File: config.mk
export PLATFORM = sky130hd
export DESIGN_NAME = nttbf_core
export DESIGN_NICKNAME = d
export VERILOG_FILES = /design/src/nttbf_pkg.sv /design/src/nttbf_check.sv /design/src/nttbf_core.sv
export SDC_FILE = /design/constraint.sdc
export NUM_CORES = 1
export LEC_CHECK = 0
export ABC_AREA = 1
export BUFFER_PORTS_ARGS = -buffer_cell sky130_fd_sc_hd__buf_2
export CORE_ASPECT_RATIO = 0.75
export CORE_MARGIN = 8
export CORE_UTILIZATION = 31
export CTS_CLUSTER_DIAMETER = 30
export DETAILED_ROUTE_END_ITERATION = 8
export GPL_ROUTABILITY_DRIVEN = 0
export SYNTH_ARGS = -nofsm -noshare
export SYNTH_HDL_FRONTEND = slang
export SYNTH_SLANG_ARGS = --single-unit
File: constraint.sdc
create_clock -name clock -period 2.8 [get_ports clock]
set_input_delay 0.42 -clock clock [delete_from_list [all_inputs] [get_ports clock]]
set_output_delay 0.42 -clock clock [all_outputs]
set_load 0.05 [all_outputs]
File: src/nttbf_pkg.sv
// Shared constants and types for the nine-track block format logic.
`default_nettype none
package nttbf_pkg;
    // Word and frame geometry.
    localparam int WORD_W = 30;
    localparam int DATA_W = 8;
    localparam int ACC_W = 38;
    localparam int UNIT_W = 4;
    localparam int NUM_UNITS = 16;
    localparam int FMT_BIT = 10;
    localparam int GRP_WORDS = 4;
    localparam int GRP_FRAMES = 15;
    // Accumulator fill levels, in bits.
    localparam logic [5:0] FILL_FRAME = 6'h08;
    localparam logic [5:0] FILL_WORD = 6'h1e;
    localparam logic [5:0] FILL_NONE = 6'h00;
    // Check frame slots counted from the final data frame.
    localparam logic [3:0] DIAG_SLOT = 4'h4;
    localparam logic [3:0] LONG_SLOT = 4'h8;
    // Recording density and interblock gap.
    localparam int DENSITY_FPI = 800;
    localparam int GAP_MILLI_IN = 600;
    localparam int GAP_FRAMES = GAP_MILLI_IN * DENSITY_FPI / 1000;
    localparam logic [9:0] GAP_LAST = 10'(GAP_FRAMES - 1);
    // System clock.
    localparam int CLK_PERIOD_NS = 40;
    localparam int FRAME_DIV_DEF = 16;

    typedef enum logic [1:0] {
        OP_WRITE = 2'b00,
        OP_READ = 2'b01,
        OP_BOOT = 2'b10
    } nttbf_op_e;

    typedef struct packed {
        logic parity;
        logic [DATA_W-1:0] data;
    } nttbf_frame_s;

    typedef struct packed {
        nttbf_op_e op;
        logic [UNIT_W-1:0] unit;
        logic [WORD_W-1:0] func;
    } nttbf_cmd_s;

    typedef struct packed {
        logic unit_err;
        logic lateral_err;
        logic check_err;
        logic parity_err;
    } nttbf_status_s;
endpackage
`default_nettype wire

File: src/nttbf_check.sv
// Diagonal and longitudinal check frame accumulator.
`timescale 1ns/100ps
`default_nettype none
module nttbf_check (
    input wire logic clock,
    input wire logic nrst,
    input wire logic clear,
    input wire logic step,
    input wire nttbf_pkg::nttbf_frame_s frame_in,
    output nttbf_pkg::nttbf_frame_s diag,
    output nttbf_pkg::nttbf_frame_s long_chk
);
    import nttbf_pkg::*;

    // Diagonal value rotates one track per frame so a skewed bit shows up.
    always_ff @(posedge clock or negedge nrst) begin
        if (!nrst) begin
            diag <= '0;
        end else if (clear) begin
            diag <= '0;
        end else if (step) begin
            diag <= {diag[DATA_W-1:0], diag.parity} ^ frame_in;
        end
    end

    // Longitudinal value is the plain per-track exclusive or.
    always_ff @(posedge clock or negedge nrst) begin
        if (!nrst) begin
            long_chk <= '0;
        end else if (clear) begin
            long_chk <= '0;
        end else if (step) begin
            long_chk <= long_chk ^ frame_in;
        end
    end
endmodule
`default_nettype wire

File: src/nttbf_core.sv
// Nine-track block framer: packs, unpacks and checks tape frames.
// Overview of operation
// - Each data frame holds eight data bits plus one odd parity bit.
// - Four processor words map onto fifteen tape frames, both directions.
// - Diagonal check updates per data frame, written fourth slot after.
// - Longitudinal check frame written eighth slot after last data frame.
// - Forward read recomputes both checks; mismatch reports parity error.
// - Nine-track handling uses 800 frames per inch, odd parity only.
// - Blocks are separated by a 0.6 inch gap.
// - Bit 10 of a transfer function word selects nine-track format.
// - Bootstrap takes its format from the track format selector switch.
// - Write holds off tape motion until the first word arrives.
// - First read frame lands in bits 29..22; partial word zero filled.
// - Write pads a partial last frame with two, four or six zeros.
`timescale 1ns/100ps
`default_nettype none
module nttbf_core #(
    parameter int FRAME_DIV = nttbf_pkg::FRAME_DIV_DEF
) (
    input wire logic clock,
    input wire logic nrst,
    input wire logic cmd_valid,
    input wire nttbf_pkg::nttbf_cmd_s cmd,
    output logic cmd_ready,
    input wire logic track_format_selector_switch,
    input wire logic [nttbf_pkg::NUM_UNITS-1:0] unit_9trk_cap,
    input wire logic wr_valid,
    input wire logic [nttbf_pkg::WORD_W-1:0] wr_data,
    input wire logic wr_last,
    output logic wr_ready,
    output nttbf_pkg::nttbf_frame_s tape_frame,
    output logic tape_write_strobe,
    output logic tape_motion,
    output logic [nttbf_pkg::UNIT_W-1:0] tape_unit,
    input wire nttbf_pkg::nttbf_frame_s tape_frame_in,
    input wire logic tape_read_strobe,
    input wire logic tape_block_end,
    output logic rd_valid,
    output logic [nttbf_pkg::WORD_W-1:0] rd_data,
    output logic format_9trk,
    output logic done,
    output nttbf_pkg::nttbf_status_s status
);
    import nttbf_pkg::*;

    typedef enum logic [2:0] {
        ST_IDLE = 3'b000,
        ST_WDATA = 3'b001,
        ST_WTRAIL = 3'b010,
        ST_WGAP = 3'b011,
        ST_RDATA = 3'b100,
        ST_DONE = 3'b101
    } nttbf_state_e;

    localparam logic [15:0] DIV_LAST = 16'(FRAME_DIV - 1);

    nttbf_state_e state_q, state_d;
    logic [15:0] div_q;
    logic tick, take, fmt9, unit_ok, emit, wfin, rpush;
    logic [ACC_W-1:0] wacc_q, racc_q, racc_p;
    logic [5:0] wcnt_q, rcnt_q, rcnt_p;
    logic wend_q;
    logic [3:0] slot_q;
    logic [9:0] gap_q;
    nttbf_frame_s wframe, hist0_q, hist1_q, step_frame, diag_w, long_w;
    logic [1:0] hcnt_q;
    logic check_bad;

    ////////////////////////////////////////////////////////////////////////
    // Frame clock and command decode.

    // One enable per frame cell; density fixes how far tape moves per cell.
    always_ff @(posedge clock or negedge nrst) begin
        if (!nrst) begin
            div_q <= '0;
        end else begin
            div_q <= (div_q == DIV_LAST) ? '0 : div_q + 16'h0001;
        end
    end
    assign tick = (div_q == DIV_LAST);

    assign cmd_ready = (state_q == ST_IDLE);
    assign take = cmd_valid && cmd_ready;
    // Bootstrap ignores the function word format bit.
    assign fmt9 = (cmd.op == OP_BOOT) ? track_format_selector_switch
                                      : cmd.func[FMT_BIT];
    assign unit_ok = unit_9trk_cap[cmd.unit];
    assign wr_ready = (state_q == ST_WDATA) && !wend_q && (wcnt_q < FILL_FRAME);
    // A frame goes out only once data has started tape motion.
    assign emit = (state_q == ST_WDATA) && tick && tape_motion &&
                  ((wcnt_q >= FILL_FRAME) || (wend_q && wcnt_q != FILL_NONE));
    assign wfin = emit && wend_q && (wcnt_q <= FILL_FRAME);
    assign wframe = {~^wacc_q[ACC_W-1 -: DATA_W],
                     wacc_q[ACC_W-1 -: DATA_W]};
    assign rpush = (state_q == ST_RDATA) && tape_read_strobe &&
                   (hcnt_q == 2'h2);
    assign step_frame = (state_q == ST_RDATA) ? hist1_q : wframe;
    assign check_bad = (hcnt_q != 2'h2) || (diag_w != hist1_q) ||
                       (long_w != hist0_q);

    ////////////////////////////////////////////////////////////////////////
    // Sequencer.

    // Command, write data, trailer slots, gap, or read until block end.
    always_comb begin
        state_d = state_q;
        unique case (state_q)
            ST_IDLE: begin
                if (take) begin
                    if (!fmt9 || !unit_ok) begin
                        state_d = ST_DONE;
                    end else if (cmd.op == OP_WRITE) begin
                        state_d = ST_WDATA;
                    end else begin
                        state_d = ST_RDATA;
                    end
                end
            end
            ST_WDATA: begin
                if (wfin) begin
                    state_d = ST_WTRAIL;
                end
            end
            ST_WTRAIL: begin
                if (tick && slot_q == LONG_SLOT - 4'h1) begin
                    state_d = ST_WGAP;
                end
            end
            ST_WGAP: begin
                if (tick && gap_q == GAP_LAST) begin
                    state_d = ST_DONE;
                end
            end
            ST_RDATA: begin
                if (tape_block_end) begin
                    state_d = ST_DONE;
                end
            end
            ST_DONE: state_d = ST_IDLE;
            default: state_d = ST_IDLE;
        endcase
    end

    always_ff @(posedge clock or negedge nrst) begin
        if (!nrst) begin
            state_q <= ST_IDLE;
        end else begin
            state_q <= state_d;
        end
    end

    // Latched command attributes shown to the rest of the control unit.
    always_ff @(posedge clock or negedge nrst) begin
        if (!nrst) begin
            format_9trk <= 1'b0;
            tape_unit <= '0;
        end else if (take) begin
            format_9trk <= fmt9;
            tape_unit <= cmd.unit;
        end
    end

    // Done is a single pulse as the sequencer returns to idle.
    always_ff @(posedge clock or negedge nrst) begin
        if (!nrst) begin
            done <= 1'b0;
        end else begin
            done <= (state_d == ST_DONE);
        end
    end

    // Motion waits for the first write word; a read starts it at once.
    always_ff @(posedge clock or negedge nrst) begin
        if (!nrst) begin
            tape_motion <= 1'b0;
        end else if (state_q == ST_DONE) begin
            tape_motion <= 1'b0;
        end else if (take && fmt9 && unit_ok && cmd.op != OP_WRITE) begin
            tape_motion <= 1'b1;
        end else if (wr_valid && wr_ready) begin
            tape_motion <= 1'b1;
        end
    end

    ////////////////////////////////////////////////////////////////////////
    // Write packing and trailer.

    // Words enter left aligned; 120 bits make exactly fifteen frames.
    always_ff @(posedge clock or negedge nrst) begin
        if (!nrst) begin
            wacc_q <= '0;
            wcnt_q <= FILL_NONE;
            wend_q <= 1'b0;
        end else if (take) begin
            wacc_q <= '0;
            wcnt_q <= FILL_NONE;
            wend_q <= 1'b0;
        end else if (wr_valid && wr_ready) begin
            wacc_q <= wacc_q | ({wr_data, 8'h00} >> wcnt_q);
            wcnt_q <= wcnt_q + FILL_WORD;
            wend_q <= wr_last;
        end else if (emit) begin
            // Shifting leaves zeros behind, which pads a short final frame.
            wacc_q <= wacc_q << DATA_W;
            wcnt_q <= (wcnt_q >= FILL_FRAME) ? wcnt_q - FILL_FRAME : FILL_NONE;
        end
    end

    // Slot and gap counters run on frame enables after the last data frame.
    always_ff @(posedge clock or negedge nrst) begin
        if (!nrst) begin
            slot_q <= '0;
            gap_q <= '0;
        end else if (take) begin
            slot_q <= '0;
            gap_q <= '0;
        end else if (tick && state_q == ST_WTRAIL) begin
            slot_q <= slot_q + 4'h1;
        end else if (tick && state_q == ST_WGAP) begin
            gap_q <= gap_q + 10'h001;
        end
    end

    // Data frames, then diagonal and longitudinal frames at their slots.
    always_ff @(posedge clock or negedge nrst) begin
        if (!nrst) begin
            tape_frame <= '0;
            tape_write_strobe <= 1'b0;
        end else begin
            tape_write_strobe <= 1'b0;
            if (emit) begin
                tape_frame <= wframe;
                tape_write_strobe <= 1'b1;
            end else if (tick && state_q == ST_WTRAIL) begin
                if (slot_q == DIAG_SLOT - 4'h1) begin
                    tape_frame <= diag_w;
                    tape_write_strobe <= 1'b1;
                end else if (slot_q == LONG_SLOT - 4'h1) begin
                    tape_frame <= long_w;
                    tape_write_strobe <= 1'b1;
                end
            end
        end
    end

    nttbf_check u_check (
        .clock(clock),
        .nrst(nrst),
        .clear(take),
        .step(emit || rpush),
        .frame_in(step_frame),
        .diag(diag_w),
        .long_chk(long_w)
    );

    ////////////////////////////////////////////////////////////////////////
    // Read unpacking and checking.

    // The last two frames of a block are check frames, so data lags by two.
    always_ff @(posedge clock or negedge nrst) begin
        if (!nrst) begin
            hist0_q <= '0;
            hist1_q <= '0;
            hcnt_q <= '0;
        end else if (take) begin
            hcnt_q <= '0;
        end else if (state_q == ST_RDATA && tape_read_strobe) begin
            hist0_q <= tape_frame_in;
            hist1_q <= hist0_q;
            hcnt_q <= (hcnt_q == 2'h2) ? hcnt_q : hcnt_q + 2'h1;
        end
    end

    assign racc_p = racc_q | ({hist1_q.data, 30'h0000_0000} >> rcnt_q);
    assign rcnt_p = rcnt_q + FILL_FRAME;

    // First frame lands in bits 29..22; a short tail word is zero filled.
    always_ff @(posedge clock or negedge nrst) begin
        if (!nrst) begin
            racc_q <= '0;
            rcnt_q <= FILL_NONE;
            rd_valid <= 1'b0;
            rd_data <= '0;
        end else begin
            rd_valid <= 1'b0;
            if (take) begin
                racc_q <= '0;
                rcnt_q <= FILL_NONE;
            end else if (rpush) begin
                if (rcnt_p >= FILL_WORD) begin
                    rd_valid <= 1'b1;
                    rd_data <= racc_p[ACC_W-1 -: WORD_W];
                    racc_q <= racc_p << WORD_W;
                    rcnt_q <= rcnt_p - FILL_WORD;
                end else begin
                    racc_q <= racc_p;
                    rcnt_q <= rcnt_p;
                end
            end else if (state_q == ST_RDATA && tape_block_end &&
                         rcnt_q != FILL_NONE) begin
                rd_valid <= 1'b1;
                rd_data <= racc_q[ACC_W-1 -: WORD_W];
                racc_q <= '0;
                rcnt_q <= FILL_NONE;
            end
        end
    end

    // Errors are sticky for one command; lateral or check failure is parity.
    always_ff @(posedge clock or negedge nrst) begin
        if (!nrst) begin
            status <= '0;
        end else if (take) begin
            status <= '0;
            status.unit_err <= fmt9 && !unit_ok;
        end else begin
            if (rpush && !(^hist1_q)) begin
                status.lateral_err <= 1'b1;
                status.parity_err <= 1'b1;
            end
            if (state_q == ST_RDATA && tape_block_end && check_bad) begin
                status.check_err <= 1'b1;
                status.parity_err <= 1'b1;
            end
        end
    end
endmodule
`default_nettype wire

### After elaboration in Yosys (flattened, before gate mapping)

Cells that the tools add are included.

* logic and storage cells: 191
* input port bits: 99
* register bits after elaboration: 212

* magnitude comparators: 5
* shift-type cells: 2
* equality and inequality tests: 18
* bitwise logic cells: 5
* add/sub/neg operators: 8
* mux-type cells: 63
* reduce and logical (&&, ||, !) cells: 59

Operators with widths (count)
* 38-bit 2-to-1 mux: 7
* 30-bit 2-to-1 mux: 3
* 9-bit 2-to-1 mux: 9
* 38-bit bitwise OR: 2
* 38-bit by 6-bit right shift with 38-bit output: 2
* 6-bit 2-to-1 mux: 8
* 10-bit 2-to-1 mux: 3
* 1-bit logical AND: 24
* 3-bit 2-to-1 mux: 8
* 2-bit nonzero test: 10
* 9-bit inequality test: 2
* 9-bit bitwise XOR: 2
* 16-bit by 1-bit adder with 16-bit output, second input constant: 1
* 16-bit by 4-bit == test with 1-bit output, second input constant: 1
* 1-bit 2-to-1 mux: 16
* 16-bit 2-to-1 mux: 1
* 3-bit one-hot mux with 5 select lines: 1
* 3-bit nonzero test: 5
* 6-bit nonzero test: 2
* 10-bit by 1-bit adder with 10-bit output, second input constant: 1
* 10-bit by 9-bit == test with 1-bit output, second input constant: 1
* 3-bit == test, second input constant: 3
* 9-bit XOR reduction: 1
* 2-bit 2-to-1 mux: 4
* 28 further kinds: 43

### Longest topological paths before layout

Gate-level depths: netlist of run 1.

* depth in word-level cells: 9
* mapped depth: 15
* mapped depth without buffers: 13

### By module

From an unflattened synthesis of run 1, not the netlist that was laid out.

* cells, all modules: 1701
* area, all modules: 12309.3 µm²

By module, submodules not included
* nttbf_core: area an instance 11402.2 µm², seq. area each 4804.6 µm², times used 1, cells each 1578
* nttbf_check: area an instance 907.1 µm², seq. area each 450.4 µm², times used 1, cells each 123

### Worst setup path before layout of run 1

OpenSTA, ideal clock, no wires.

* kind: reg-to-reg
* from: register wcnt_q[4]
* to: register wacc_q[14]
* setup slack: 0.463 ns
* data arrival time: 2.216 ns
* required time: 2.679 ns
* cell stages (with the launch flop): 11
* cells stage by stage: dfrtp_1 -> buf_6 -> nor2_4 -> nand2_2 -> nor3_2 -> nand2_2 -> inv_2 -> buf_6 -> nand2_1 -> a21oi_1 -> nor2_1

* cells in the longest elaborated chain, start to end: 5
* elaborated cells on any way between the ends: 13
* those cells by class: order compare (2); shift (1); mux (2); bitwise (1); reduce/logical (7)

RTL lines
* from (decl): line nttbf_core.sv:61 `logic [5:0] wcnt_q, rcnt_q, rcnt_p;`
* from (signal assigned): line nttbf_core.sv:200 `wcnt_q <= wcnt_q + FILL_WORD;`
* from (signal assigned): line nttbf_core.sv:205 `wcnt_q <= (wcnt_q >= FILL_FRAME) ? wcnt_q - FILL_FRAME : FILL_NONE;`
* 6-bit by 4-bit less-than comparator with 1-bit output *: line nttbf_core.sv:88 `assign wr_ready = (state_q == ST_WDATA) && !wend_q && (wcnt_q < FILL_FRAME);`
* 1-bit logical AND *: line nttbf_core.sv:88
* named net wr_ready: line nttbf_core.sv:30 `output logic wr_ready,`
* 1-bit logical AND *: line nttbf_core.sv:198 `end else if (wr_valid && wr_ready) begin`
* 38-bit 2-to-1 mux: line nttbf_core.sv:198
* 38-bit 2-to-1 mux: line nttbf_core.sv:194 `end else if (take) begin`
* to (signal assigned): line nttbf_core.sv:199 `wacc_q <= wacc_q | ({wr_data, 8'h00} >> wcnt_q);`
* to (signal assigned): line nttbf_core.sv:204 `wacc_q <= wacc_q << DATA_W;`
* to (decl): line nttbf_core.sv:60 `logic [ACC_W-1:0] wacc_q, racc_q, racc_p;`

Mark *: on every way through the listed nets, which the timed path passes. The rest lies on a longest branch.
A chain may end at the register's enable or synchronous reset.

### Worst setup path in the final report of run 1

* from: register wcnt_q[5]
* to: register u_check.diag[8] in the netlist's numbering

* cells in the longest elaborated chain, start to end: 6
* elaborated cells on any way between the ends: 7
* those cells by class: order compare (1); reduce/logical (6)

RTL lines
* branches (longest 2 deep; another with 6-bit by 4-bit greater-or-equal comparator with 1-bit output)
* 1-bit logical OR *: line nttbf_core.sv:91 `((wcnt_q >= FILL_FRAME) || (wend_q && wcnt_q != FILL_NONE));`
* 1-bit logical AND *: line nttbf_core.sv:90 `assign emit = (state_q == ST_WDATA) && tick && tape_motion &&`
* 1-bit logical OR *: line nttbf_core.sv:250 `.step(emit || rpush),`
* 2-bit nonzero test (no source line) *
* to (signal assigned): line nttbf_check.sv:22 `diag <= {diag[DATA_W-1:0], diag.parity} ^ frame_in;`
* to (decl): line nttbf_check.sv:10 `output nttbf_pkg::nttbf_frame_s diag,`

Every way passes the cells marked *.

==> qor.txt, run 1 <==
part of the cycle the worst path needs = 88.4%
fin util = 38.4%
sequential share of the synthesized area = 42.9%
final hold vios = 0
core area = 39300 um^2
Die W = 246 um
Post-Synthesis Cells = 1675
worst skew pair latency = 0.55 ns
asr flop ratio synth = 100%
Crit. End Element = flip-flop
Reg power frac = 27.0%
number of synthesized flops with an enable pin = 0
Yosys warning total = 0
clock sink count = 210
Die H = 188 um
crit path time final = 2.47 ns
GRT Total Usage = 15.2%
Pwr Density = 1150 nW/um^2
number of vias per cell = 4.97
Worst setup SP type = flip-flop
r2r startpoint = wcnt_q[5]$_DFFE_PN0P_
io pins = 153
Place WS = 0.254 ns
WP data required = 3.26 ns
HP Start = tape_frame_in[3]
worst rel slew slack = 51.1%
Detailed Route WL = 35800 um
MaxCap Viol Count = 0
Synth cell types = 55
Synth top area share = 42.9%
Synth area leaders = dfrtp_1 (43%), nand2_1 (15%), o21ai_0 (5.8%)
Mapped Area = 12200 um^2
vias in the first global route = 11.4k
antenna diode instance count = 0
CTS clk-pin slew, worst paths = 0.05 ns
Final Setup Violations = 0
maximum clock rate = 0.404 GHz
initial antenna violation count = 1
Root Driver = clkbuf_16
first-pass GRT wire length = 58900 um
CTS H-tree lvls = 2
grt ovf = 0
layout cells sized above 1 = 16.1%
total CTS buffers = 47
area grow syn2layout = 23.0%
worst-path fanout max = 25
Logic pwr share = 39.6%
largest net degree at the start of global routing = 61
Setup TNS = 0 ns
IR drop worst, VDD = 0.434 mV
synthesized flop and latch total = 210
Starting Density = 31.2%
top-count cell post-synth = nand2_1
cts repair resizes = 0
leakage = 7.50 nW
Worst-Margin Slew = 0.726 ns
Hold Slack = 0.0836 ns
unrepaired setup endpoints after global routing = false
WS Path Type = reg -> reg
Sw Ratio = 42.5%
1st-iter DRT viols = 1035
Design Power = 17.3 mW
DRC Markers = 0
status = completed
critical path arrival = 2.94 ns
synthesized net count = 1783
Worst Slack Setup Final = 0.326 ns
DIE AREA = 46200 um^2
DRT Pass-1 Iters = 5
clock skew = 0.0250 ns
Detail Route Antenna Nets = 0
fin nets = 1912
syn avg cell area = 7.31 um^2
Synth Flop Type = dfrtp_1
worst min path class = in -> reg
Post-synth top cells = nand2_1 (486), dfrtp_1 (210), nor2_1 (155)
crit path launch = wcnt_q[5]$_DFFE_PN0P_
Clk pwr share = 33.4%
Final Max Tran Viols = 0
row count = 63
Internal = 9.96 mW
CTS tree = yes
CTS Buffer Depth = 3
via count = 11.7k
wire per inst = 15.2 um
detailed placer's ending HPWL = 26200 um
Buffers on Ports = 123
P_sw = 7.36 mW
post-synth top area cell = dfrtp_1
registers in the layout, summed over array words and instances, names as in the netlist, 2 cells and up:
register	count
u_check.long_chk	9
hcnt_q	2
div_q	16
tape_unit	4
rd_data	30
status	4
u_check.diag	9
state_q	3
rcnt_q	5
tape_frame	9
racc_q	38
hist1_q	9
hist0_q	9
gap_q	10
wacc_q	38
slot_q	4
wcnt_q	5
final timing paths:
check                                                   end  slack (ns)  cells after the start
worst min-delay path                 hist0_q[3]$_DFFE_PN0P_        0.08                      3
min in group asynchronous             racc_q[8]$_DFFE_PN0P_        0.40                      2
worst max register to register  u_check.diag[8]$_DFFE_PN0P_        0.33                     11
worst max-delay path            u_check.diag[8]$_DFFE_PN0P_        0.33                     11
worst min register to register           div_q[0]$_DFF_PN0_        0.46                      1
max in group asynchronous             hcnt_q[1]$_DFFE_PN0P_        1.69                      3
critical path, stage by stage, from the launching register on:
cell      delay, ns
dfrtp_1        0.61
inv_2          0.08
nand2_2        0.18
nor2_1         0.08
nand2_1        0.08
nand2_1        0.08
nor2_4         0.24
inv_4          0.17
nand2_2        0.37
nand2_2        0.24
nand3b_1       0.21
nand2_1        0.06
cell type report:
type / count / area (um^2)
Fill cell: 4038 / 24200
Multi-Input combinational cell: 1224 / 5910
Sequential cell: 210 / 5260
Clock buffer: 53 / 1210
Timing Repair Buffer: 161 / 963
Tap cell: 520 / 651
Inverter: 160 / 613
Clock inverter: 35 / 467
per-layer routing:
| metal | vias to the layer above | track usage (%) | part of all wire, % |
|---|---|---|---|
| met1 | 5521 | 22.0 | 49 |
| met5 | - | 0 | 0.036 |
| met3 | 68 | 3.63 | 7.3 |
| met4 | 2 | 4.75 | 2.2 |
| li1 | 5761 | - | - |
| met2 | 395 | 22.1 | 42 |
power by group through the flow:
stage	clock, mW	combinational, mW	sequential (mW)
final	5.79	6.85	4.68
after global routing	6.07	7.67	4.79
after CTS	5.90	6.83	4.67
after detailed placement	0	6.79	4.70
after global placement	0	6.72	4.68
after floorplan	0	4.42	5.27
placed cells by master (no fill, tap or decap), types with 8 or more instances in the layout:
master     instances
nand2_2            8
nand4_1            8
o22ai_1           19
clkbuf_16         47
inv_1            145
nand2_1          485
buf_2            122
nor3_1            20
o211ai_1           8
o21ai_0          143
nand3_1          122
a31oi_1           34
nor2_1           155
clkinv_4           8
inv_2              8
bufinv_16          9
a21oi_1           98
xor2_1            30
xnor2_1           10
ha_1               9
o21ai_1            9
buf_4             33
dfrtp_1          210
o21ai_2           10
kinds of logic after synthesis:
logic type | count (synthesis) | synth area share [%]
adder cells (fa/ha/maj) | 9 | 0.919
flip-flops | 210 | 42.9
multiplexers | 4 | 0.347
AO/OA/AOI/OAI | 341 | 15.7
buffers and inverters | 241 | 8.85
XOR/XNOR | 40 | 2.86
AND/OR/NAND/NOR | 830 | 28.4
per-stage QoR:
stage | cells | area [um^2]
global placement | 2270 | 13400
global route | 2363 | 15100
finish | 2363 | 15100
CTS | 2359 | 15000
detailed placement | 2270 | 13400
floorplan | 1675 | 12200
what timing repair did:
item | CTS | global route
hold buffers | 1 | 0
setup endpoints to repair | 0 | 3
setup buffers | 0 | 4
endpoints found under the hold margin | 57 | 0
(Power assumes the default switching activity.)
==> run 2: changes to the inputs <==
Settings changed: BUFFER_PORTS_ARGS -buffer_cell sky130_fd_sc_hd__buf_2 to not set, CTS_CLUSTER_DIAMETER 30 to 120, DONT_BUFFER_PORTS set to 1.
==> run 2 against run 1 <==
  * The run now ends with negative hold slack left
  * Utilization shrank 3.9 points
  * Non-clock buffer count shrank 128
  * Critical path depth shrank 1
  * Routed wire length shrank 2.8%
  * Count of clock-buffer cells in the layout shrank 24
  * Sequential cell count is the same
  * Combinational power shrank 19%
  * Global-route usage shrank 0.54 points
  * Worst hold slack lost 0.48 ns
  * Register-to-register slack lost 0.08 ns
  * Sequential share of layout area grew 4.0 points
  * Clock skew shrank 0.014 ns
==> qor.txt, run 2 (synthesis gave the netlist of run 1 again) <==
status = finished, violations left
violated checks = negative hold slack
CTS Buffer Depth = 3 (unchanged)
Final Max Tran Viols = 0 (unchanged)
CTS H-tree lvls = 1 (-1)
vias in the first global route = 10.4k (-8.3%)
WS Path Type = reg -> reg
Placed Cells = 2146 (-5.5%)
detailed placer's ending HPWL = 25600 um (-2.4%)
total CTS buffers = 24 (-49%)
Final Setup Violations = 0 (unchanged)
fin cells = 2191 (-7.3%)
Design Power = 14.5 mW (-16%)
most common cell after layout, fill and taps aside = nand2_1
Starting Density = 31.2% (unchanged)
cells along the critical path = inv_1 > ha_1 > nor2_2 > nor2_2 > inv_2 > nor2_4 > a21oi_4 > inv_4 > nand2_1 > o21ai_2
leakage = 6.53 nW (-13%)
worst min path class = in -> async
Placed Instance Area = 12700 um^2 (-5.0%)
DRC Markers = 0 (unchanged)
Worst setup SP type = flip-flop
Pwr Density = 1070 nW/um^2 (-6.7%)
layout cells sized above 1 = 7.66% (-8.4 points)
worst-path fanout max = 44 (+76%)
initial antenna violation count = 1 (unchanged)
Detail Route Antenna Nets = 0 (unchanged)
Hold Slack = -0.395 ns (-0.479 ns)
GRT Total Usage = 14.7% (-0.54 points)
WP data required = 3.19 ns (-0.07 ns)
grt ovf = 0 (unchanged)
slowest CP cell = dfrtp_1
unrepaired setup endpoints after global routing = false
largest net degree at the start of global routing = 211 (+250%)
area grow syn2layout = 10.4%
clock skew = 0.0105 ns (-0.0145 ns)
Worst-Margin Slew = 0.628 ns (-0.0985 ns)
multi-input logic area = 5910 um^2 (unchanged)
DRT Pass-1 Iters = 6 (+1)
maximum clock rate = 0.391 GHz (-3.2%)
fin nets = 1761 (-7.9%)
cts repair resizes = 0 (unchanged)
core area = 39300 um^2 (unchanged)
r2r startpoint = rcnt_q[3]$_DFFE_PN0P_
Die H = 188 um (unchanged)
critical path arrival = 2.95 ns (about the same)
Root Driver = clkbuf_16
final hold vios = 210 (+210)
Buffers on Ports = 0 (-100%)
worst rel slew slack = 58.0% (+7.0 points)
most frequent cells in the layout = nand2_1 (485), dfrtp_1 (210), nor2_1 (155), inv_1 (145), o21ai_0 (143)
Detailed Route WL = 34800 um (-2.8%)
row count = 63 (unchanged)
register area = 5260 um^2 (unchanged)
MaxCap Viol Count = 0 (unchanged)
Die W = 246 um (unchanged)
Setup TNS = 0 ns (unchanged)
largest registers = racc_q: 38 flops, wacc_q: 38 flops, rd_data: 30 flops
DIE AREA = 46200 um^2 (unchanged)
part of the cycle the worst path needs = 91.3% (+2.9 points)
crit path time final = 2.56 ns (+0.0826 ns)
crit path launch = rcnt_q[3]$_DFFE_PN0P_
IR drop worst, VDD = 0.500 mV (+15%)
Post-CTS Setup Repair Bufs = 0 (unchanged)
first-pass GRT wire length = 56600 um (-4.0%)
Final Cell Area = 13500 um^2 (-10%)
antenna diode instance count = 0 (unchanged)
wire per inst = 15.9 um (+4.8%)
# fillers = 4156 (+2.9%)
worst skew pair latency = 0.52 ns (-0.03 ns)
CTS tree = yes
cell mode on critical path = nor2_2
number of vias per cell = 5.03 (+1.1%)
via count = 11.0k (-6.3%)
CTS clk-pin slew, worst paths = 0.06 ns (about the same)
io pins = 153 (unchanged)
Hold Buf Count CTS = 1 (unchanged)
Crit. End Element = flip-flop
1st-iter DRT viols = 1035 (unchanged)
clock sink count = 210 (unchanged)
max incr delay on CP = 0.57 ns (-0.04 ns)
run 2: changes by cell type in the layout (fill, tap and decap cells not counted), moves of 5 or more:
cell        before  now
clkinvlp_4       7    2
clkbuf_16       47   25
bufinv_16        9    3
buf_2          122    0
clkinv_4         8    0
run 2: metal layers:
| metal | up-vias | routed length (um) | track usage, % | part of all wire (%) |
|---|---|---|---|---|
| li1 | 5420 | - | - | - |
| met1 | 5209 | 17100 | 22.2 | 49 |
| met2 | 329 | 14400 | 21.1 | 41 |
| met3 | 51 | 2460 | 2.81 | 7.1 |
| met4 | 2 | 866 | 3.57 | 2.5 |
| met5 | - | 13 | 0 | 0.037 |
run 2: worst max-delay path: cells and delay by family (launching register included):
family	cells	cell delay (ns)
flops	1	0.57
buf+inv	3	0.56
compound gates	2	0.49
simple gates	4	0.44
fa+ha+maj	1	0.34
run 2: through the flow:
| stage | setup WS (ns) | utilization (%) |
|---|---|---|
| after global placement | 0.321 | 32.3 |
| after CTS | 0.228 | 34.5 |
| final | 0.243 | 34.5 |
| after global routing | 0.00677 | 34.5 |
| after floorplan | 0.463 | - |
| after detailed placement | 0.239 | 32.3 |
run 2: report_power, final:
part	internal [mW]	switching [mW]	total (mW)
Combinational	1.87	3.71	5.58
Sequential	3.89	1.69	5.59
Clock	1.99	1.34	3.33
Total	7.75	6.75	14.5
run 2: final timing paths:
kind	to	slack (ns)	depth (start not counted)
setup / recovery	rd_data[11]$_DFFE_PN0P_	0.24	10
hold / removal	rd_data[20]$_DFFE_PN0P_	-0.40	0
setup reg to reg	rd_data[11]$_DFFE_PN0P_	0.24	10
hold reg to reg	div_q[0]$_DFF_PN0_	0.46	1
max in group asynchronous	wacc_q[12]$_DFFE_PN0P_	2.89	0
min in group clock	hist0_q[8]$_DFFE_PN0P_	0.02	2
run 2: cell type report:
cell class              count  area share, %
multi-input cells        1224           43.7
flip-flops and latches    210           38.9
clock buffers              29           4.96
well taps                 520           4.81
inverters                 160           4.53
repair buffers             33           1.94
clock inverters            15           1.17
==> run 3: changes to the inputs <==
Settings changed: ABC_AREA 1 to 0.
Clock period 2.8 ns to 3.15 ns, I/O delays scaled along.
==> run 3 against run 2 <==
  * The flow still finishes with violations (negative hold slack)
  * Critical path depth fell by 4
  * Non-clock buffer count decreased by 1
  * Combinational power down 30%
  * Final area down 6.8%
  * Global-route usage is 0.79 points lower
  * First-iteration DRC count down 19%
  * Via count is 19% lower
  * Sequential power down 20%
  * Register-to-register slack better by 0.13 ns
  * Critical path type unchanged
  * Critical endpoint is now u_check.long_chk[4]$_DFFE_PN0P_
  * Largest cell class unchanged
==> qor.txt, run 3 <==
slowest CP cell = or3b_2
sequential share of the synthesized area = 46.8% (+3.9 points)
grt ovf = 0 (unchanged)
most common cell after layout, fill and taps aside = dfrtp_1
Worst-Margin Slew = 0.905 ns (+0.277 ns)
Post-synth top cells = dfrtp_1 (210), nand2_1 (189), a21oi_1 (121)
core area = 35800 um^2 (-8.8%)
leakage = 5.47 nW (-16%)
1st-iter DRT viols = 843 (-19%)
Final Setup Violations = 0 (unchanged)
Post-CTS Setup Repair Bufs = 0 (unchanged)
largest net degree at the start of global routing = 211 (unchanged)
CTS H-tree lvls = 1 (unchanged)
wire per inst = 18.4 um (+16%)
DIE AREA = 42600 um^2 (-7.8%)
io pins = 153 (unchanged)
Pwr Density = 898 nW/um^2 (-16%)
Die W = 236 um (-4.0%)
max incr delay on CP = 0.52 ns (-0.05 ns)
WS Path Type = reg -> reg
fin nets = 1296 (-26%)
CTS clk-pin slew, worst paths = 0.06 ns (about the same)
most frequent cells in the layout = dfrtp_1 (210), nand2_1 (189), a21oi_1 (120), nor2_1 (118), o21ai_0 (88)
Detailed Route WL = 30700 um (-12%)
final hold vios = 210 (unchanged)
Mapped Area = 11200 um^2 (-8.4%)
detailed placer's ending HPWL = 21900 um (-14%)
number of synthesized flops with an enable pin = 0 (unchanged)
antenna diode instance count = 0 (unchanged)
DRC Markers = 0 (unchanged)
crit path time final = 2.78 ns (+0.223 ns)
fin cells = 1671 (-24%)
cells along the critical path = or3b_2 > a211oi_1 > and2_1 > nor2_2 > or3_1 > a21oi_1
first-pass GRT wire length = 49000 um (-13%)
Synth Flop Type = dfrtp_1
CTS tree = yes
WP data required = 3.58 ns (+0.39 ns)
# fillers = 3559 (-14%)
largest registers = racc_q: 38 flops, wacc_q: 38 flops, rd_data: 30 flops
Buffers on Ports = 0 (unchanged)
clock sink count = 210 (unchanged)
Crit. End Element = flip-flop
DRT Pass-1 Iters = 5 (-1)
asr flop ratio synth = 100% (unchanged)
IR drop worst, VDD = 0.555 mV (+11%)
critical path arrival = 3.21 ns (+0.26 ns)
CTS Buffer Depth = 3 (unchanged)
via count = 8964 (-19%)
violated checks = negative hold slack
Post-Synthesis Cells = 1211 (-28%)
Yosys warning total = 0 (unchanged)
MaxCap Viol Count = 0 (unchanged)
Placed Cells = 1627 (-24%)
Setup TNS = 0 ns (unchanged)
row count = 60 (-4.8%)
synthesized net count = 1319 (-26%)
crit-path leading delay family = simple AND/OR/NAND/NOR gates
worst-path fanout max = 27 (-39%)
worst rel slew slack = 39.6% (-18 points)
Synth top area share = 46.8% (+3.9 points)
Worst setup SP type = flip-flop
Synth area leaders = dfrtp_1 (47%), nand2_1 (6.3%), a21oi_1 (5.4%)
Hold Slack = -0.345 ns (+0.0501 ns)
clock skew = 0.00974 ns (-0.000774 ns)
GRT Total Usage = 13.9% (-0.79 points)
worst min path class = in -> async
Root Driver = clkbuf_16
Starting Density = 31.3% (+0.14 points)
unrepaired setup endpoints after global routing = false
vias in the first global route = 8681 (-17%)
status = finished, violations left
Final Max Tran Viols = 0 (unchanged)
initial antenna violation count = 5 (+4)
worst skew pair latency = 0.51 ns (about the same)
part of the cycle the worst path needs = 88.2% (-3.1 points)
area grow syn2layout = 12.3%
number of vias per cell = 5.36 (+6.7%)
Critical path buffers and inverters = 0 (-3)
Synth cell types = 60 (+9.1%)
post-synth top area cell = dfrtp_1
Die H = 181 um (-3.9%)
maximum clock rate = 0.360 GHz (-8.0%)
synthesized flop and latch total = 210 (unchanged)
syn avg cell area = 9.27 um^2 (+27%)
total CTS buffers = 24 (unchanged)
layout cells sized above 1 = 10.8% (+3.1 points)
top-count cell post-synth = dfrtp_1
Detail Route Antenna Nets = 0 (unchanged)
[run 3: changes by cell type in the layout (fill, tap and decap cells not counted), moves of 37 or more]
cell and delta:
nand2_1 -296, nor2_1 -37, mux2i_1 +58, nand3_1 -104
o21ai_0 -55, inv_1 -127, xnor2_1 +43
[run 3: timing repair]
| action | 4_1_cts | 5_1_grt |
|---|---|---|
| endpoints found under the hold margin | 210 | 210 |
| resized for setup | 0 | 0 |
| setup endpoints to repair | 0 | 0 |
[run 3: final timing paths]
kind                                      start                         endpoint  slack, ns  depth (start not counted)
max in group asynchronous                  nrst           wacc_q[33]$_DFFE_PN0P_       3.02                          0
setup / recovery           state_q[1]$_DFF_PN0_  u_check.long_chk[4]$_DFFE_PN0P_       0.37                          6
setup reg to reg           state_q[1]$_DFF_PN0_  u_check.long_chk[4]$_DFFE_PN0P_       0.37                          6
hold / removal                             nrst               rd_valid$_DFF_PN0_      -0.35                          0
min in group clock             tape_frame_in[8]           hist0_q[8]$_DFFE_PN0P_       0.07                          2
hold reg to reg             div_q[15]$_DFF_PN0_              div_q[15]$_DFF_PN0_       0.46                          1
[run 3: stage by stage]
step	setup WS, ns	power [mW]	area, um^2	util [%]
6_report	0.370	11.3	12600	35.2
5_1_grt	0.188	12.0	12600	35.2
4_1_cts	0.364	11.4	12600	35.2
3_5_place_dp	0.395	8.40	11800	32.9
3_3_place_gp	0.451	8.33	11800	32.9
2_1_floorplan	0.275	7.29	11200	-
[run 3: power breakdown]
part	total (mW)	internal [mW]	switching [mW]
logic	3.91	1.68	2.23
clock network	2.93	1.79	1.14
registers	4.48	3.29	1.19
total	11.3	6.76	4.56
[run 3: cell type report]
class	instances	area (um^2)	area share [%]
repair buffers	32	253	2.00
multi-input cells	902	5610	44.5
inverters	18	67.6	0.536
flip-flops and latches	210	5260	41.7
well taps	465	582	4.61
clock buffers	31	688	5.46
clock inverters	13	151	1.20
[run 3: cells by family (layout without fill, tap and decap cells)]
kind of cell,Yosys count,after routing,share of synthesized area [%]
AND/OR/NAND/NOR,428,428,17.2
AO/OA/AOI/OAI,320,320,17.6
flip-flops,210,210,46.8
buffers and inverters,99,94,3.37
multiplexers,79,79,8.86
XOR/XNOR,66,66,5.15
adder cells (fa/ha/maj),9,9,1.00
[run 3: per-layer routing]
metal | share of wire, % | GRT usage, % | vias to the layer above | wire [um]
li1 | - | - | 4234 | -
met1 | 47 | 19.9 | 4433 | 14500
met2 | 43 | 20.8 | 230 | 13300
met3 | 6.9 | 3.42 | 57 | 2130
met4 | 2.3 | 3.50 | 10 | 711
met5 | 0.19 | 0 | - | 57
[run 3: worst reg2reg max path, delay by kind of cell (launching register included)]
family	cells	cell delay, ns
AND/OR/NAND/NOR	4	1.67
AO/OA/AOI/OAI	2	0.57
flip-flops	1	0.46
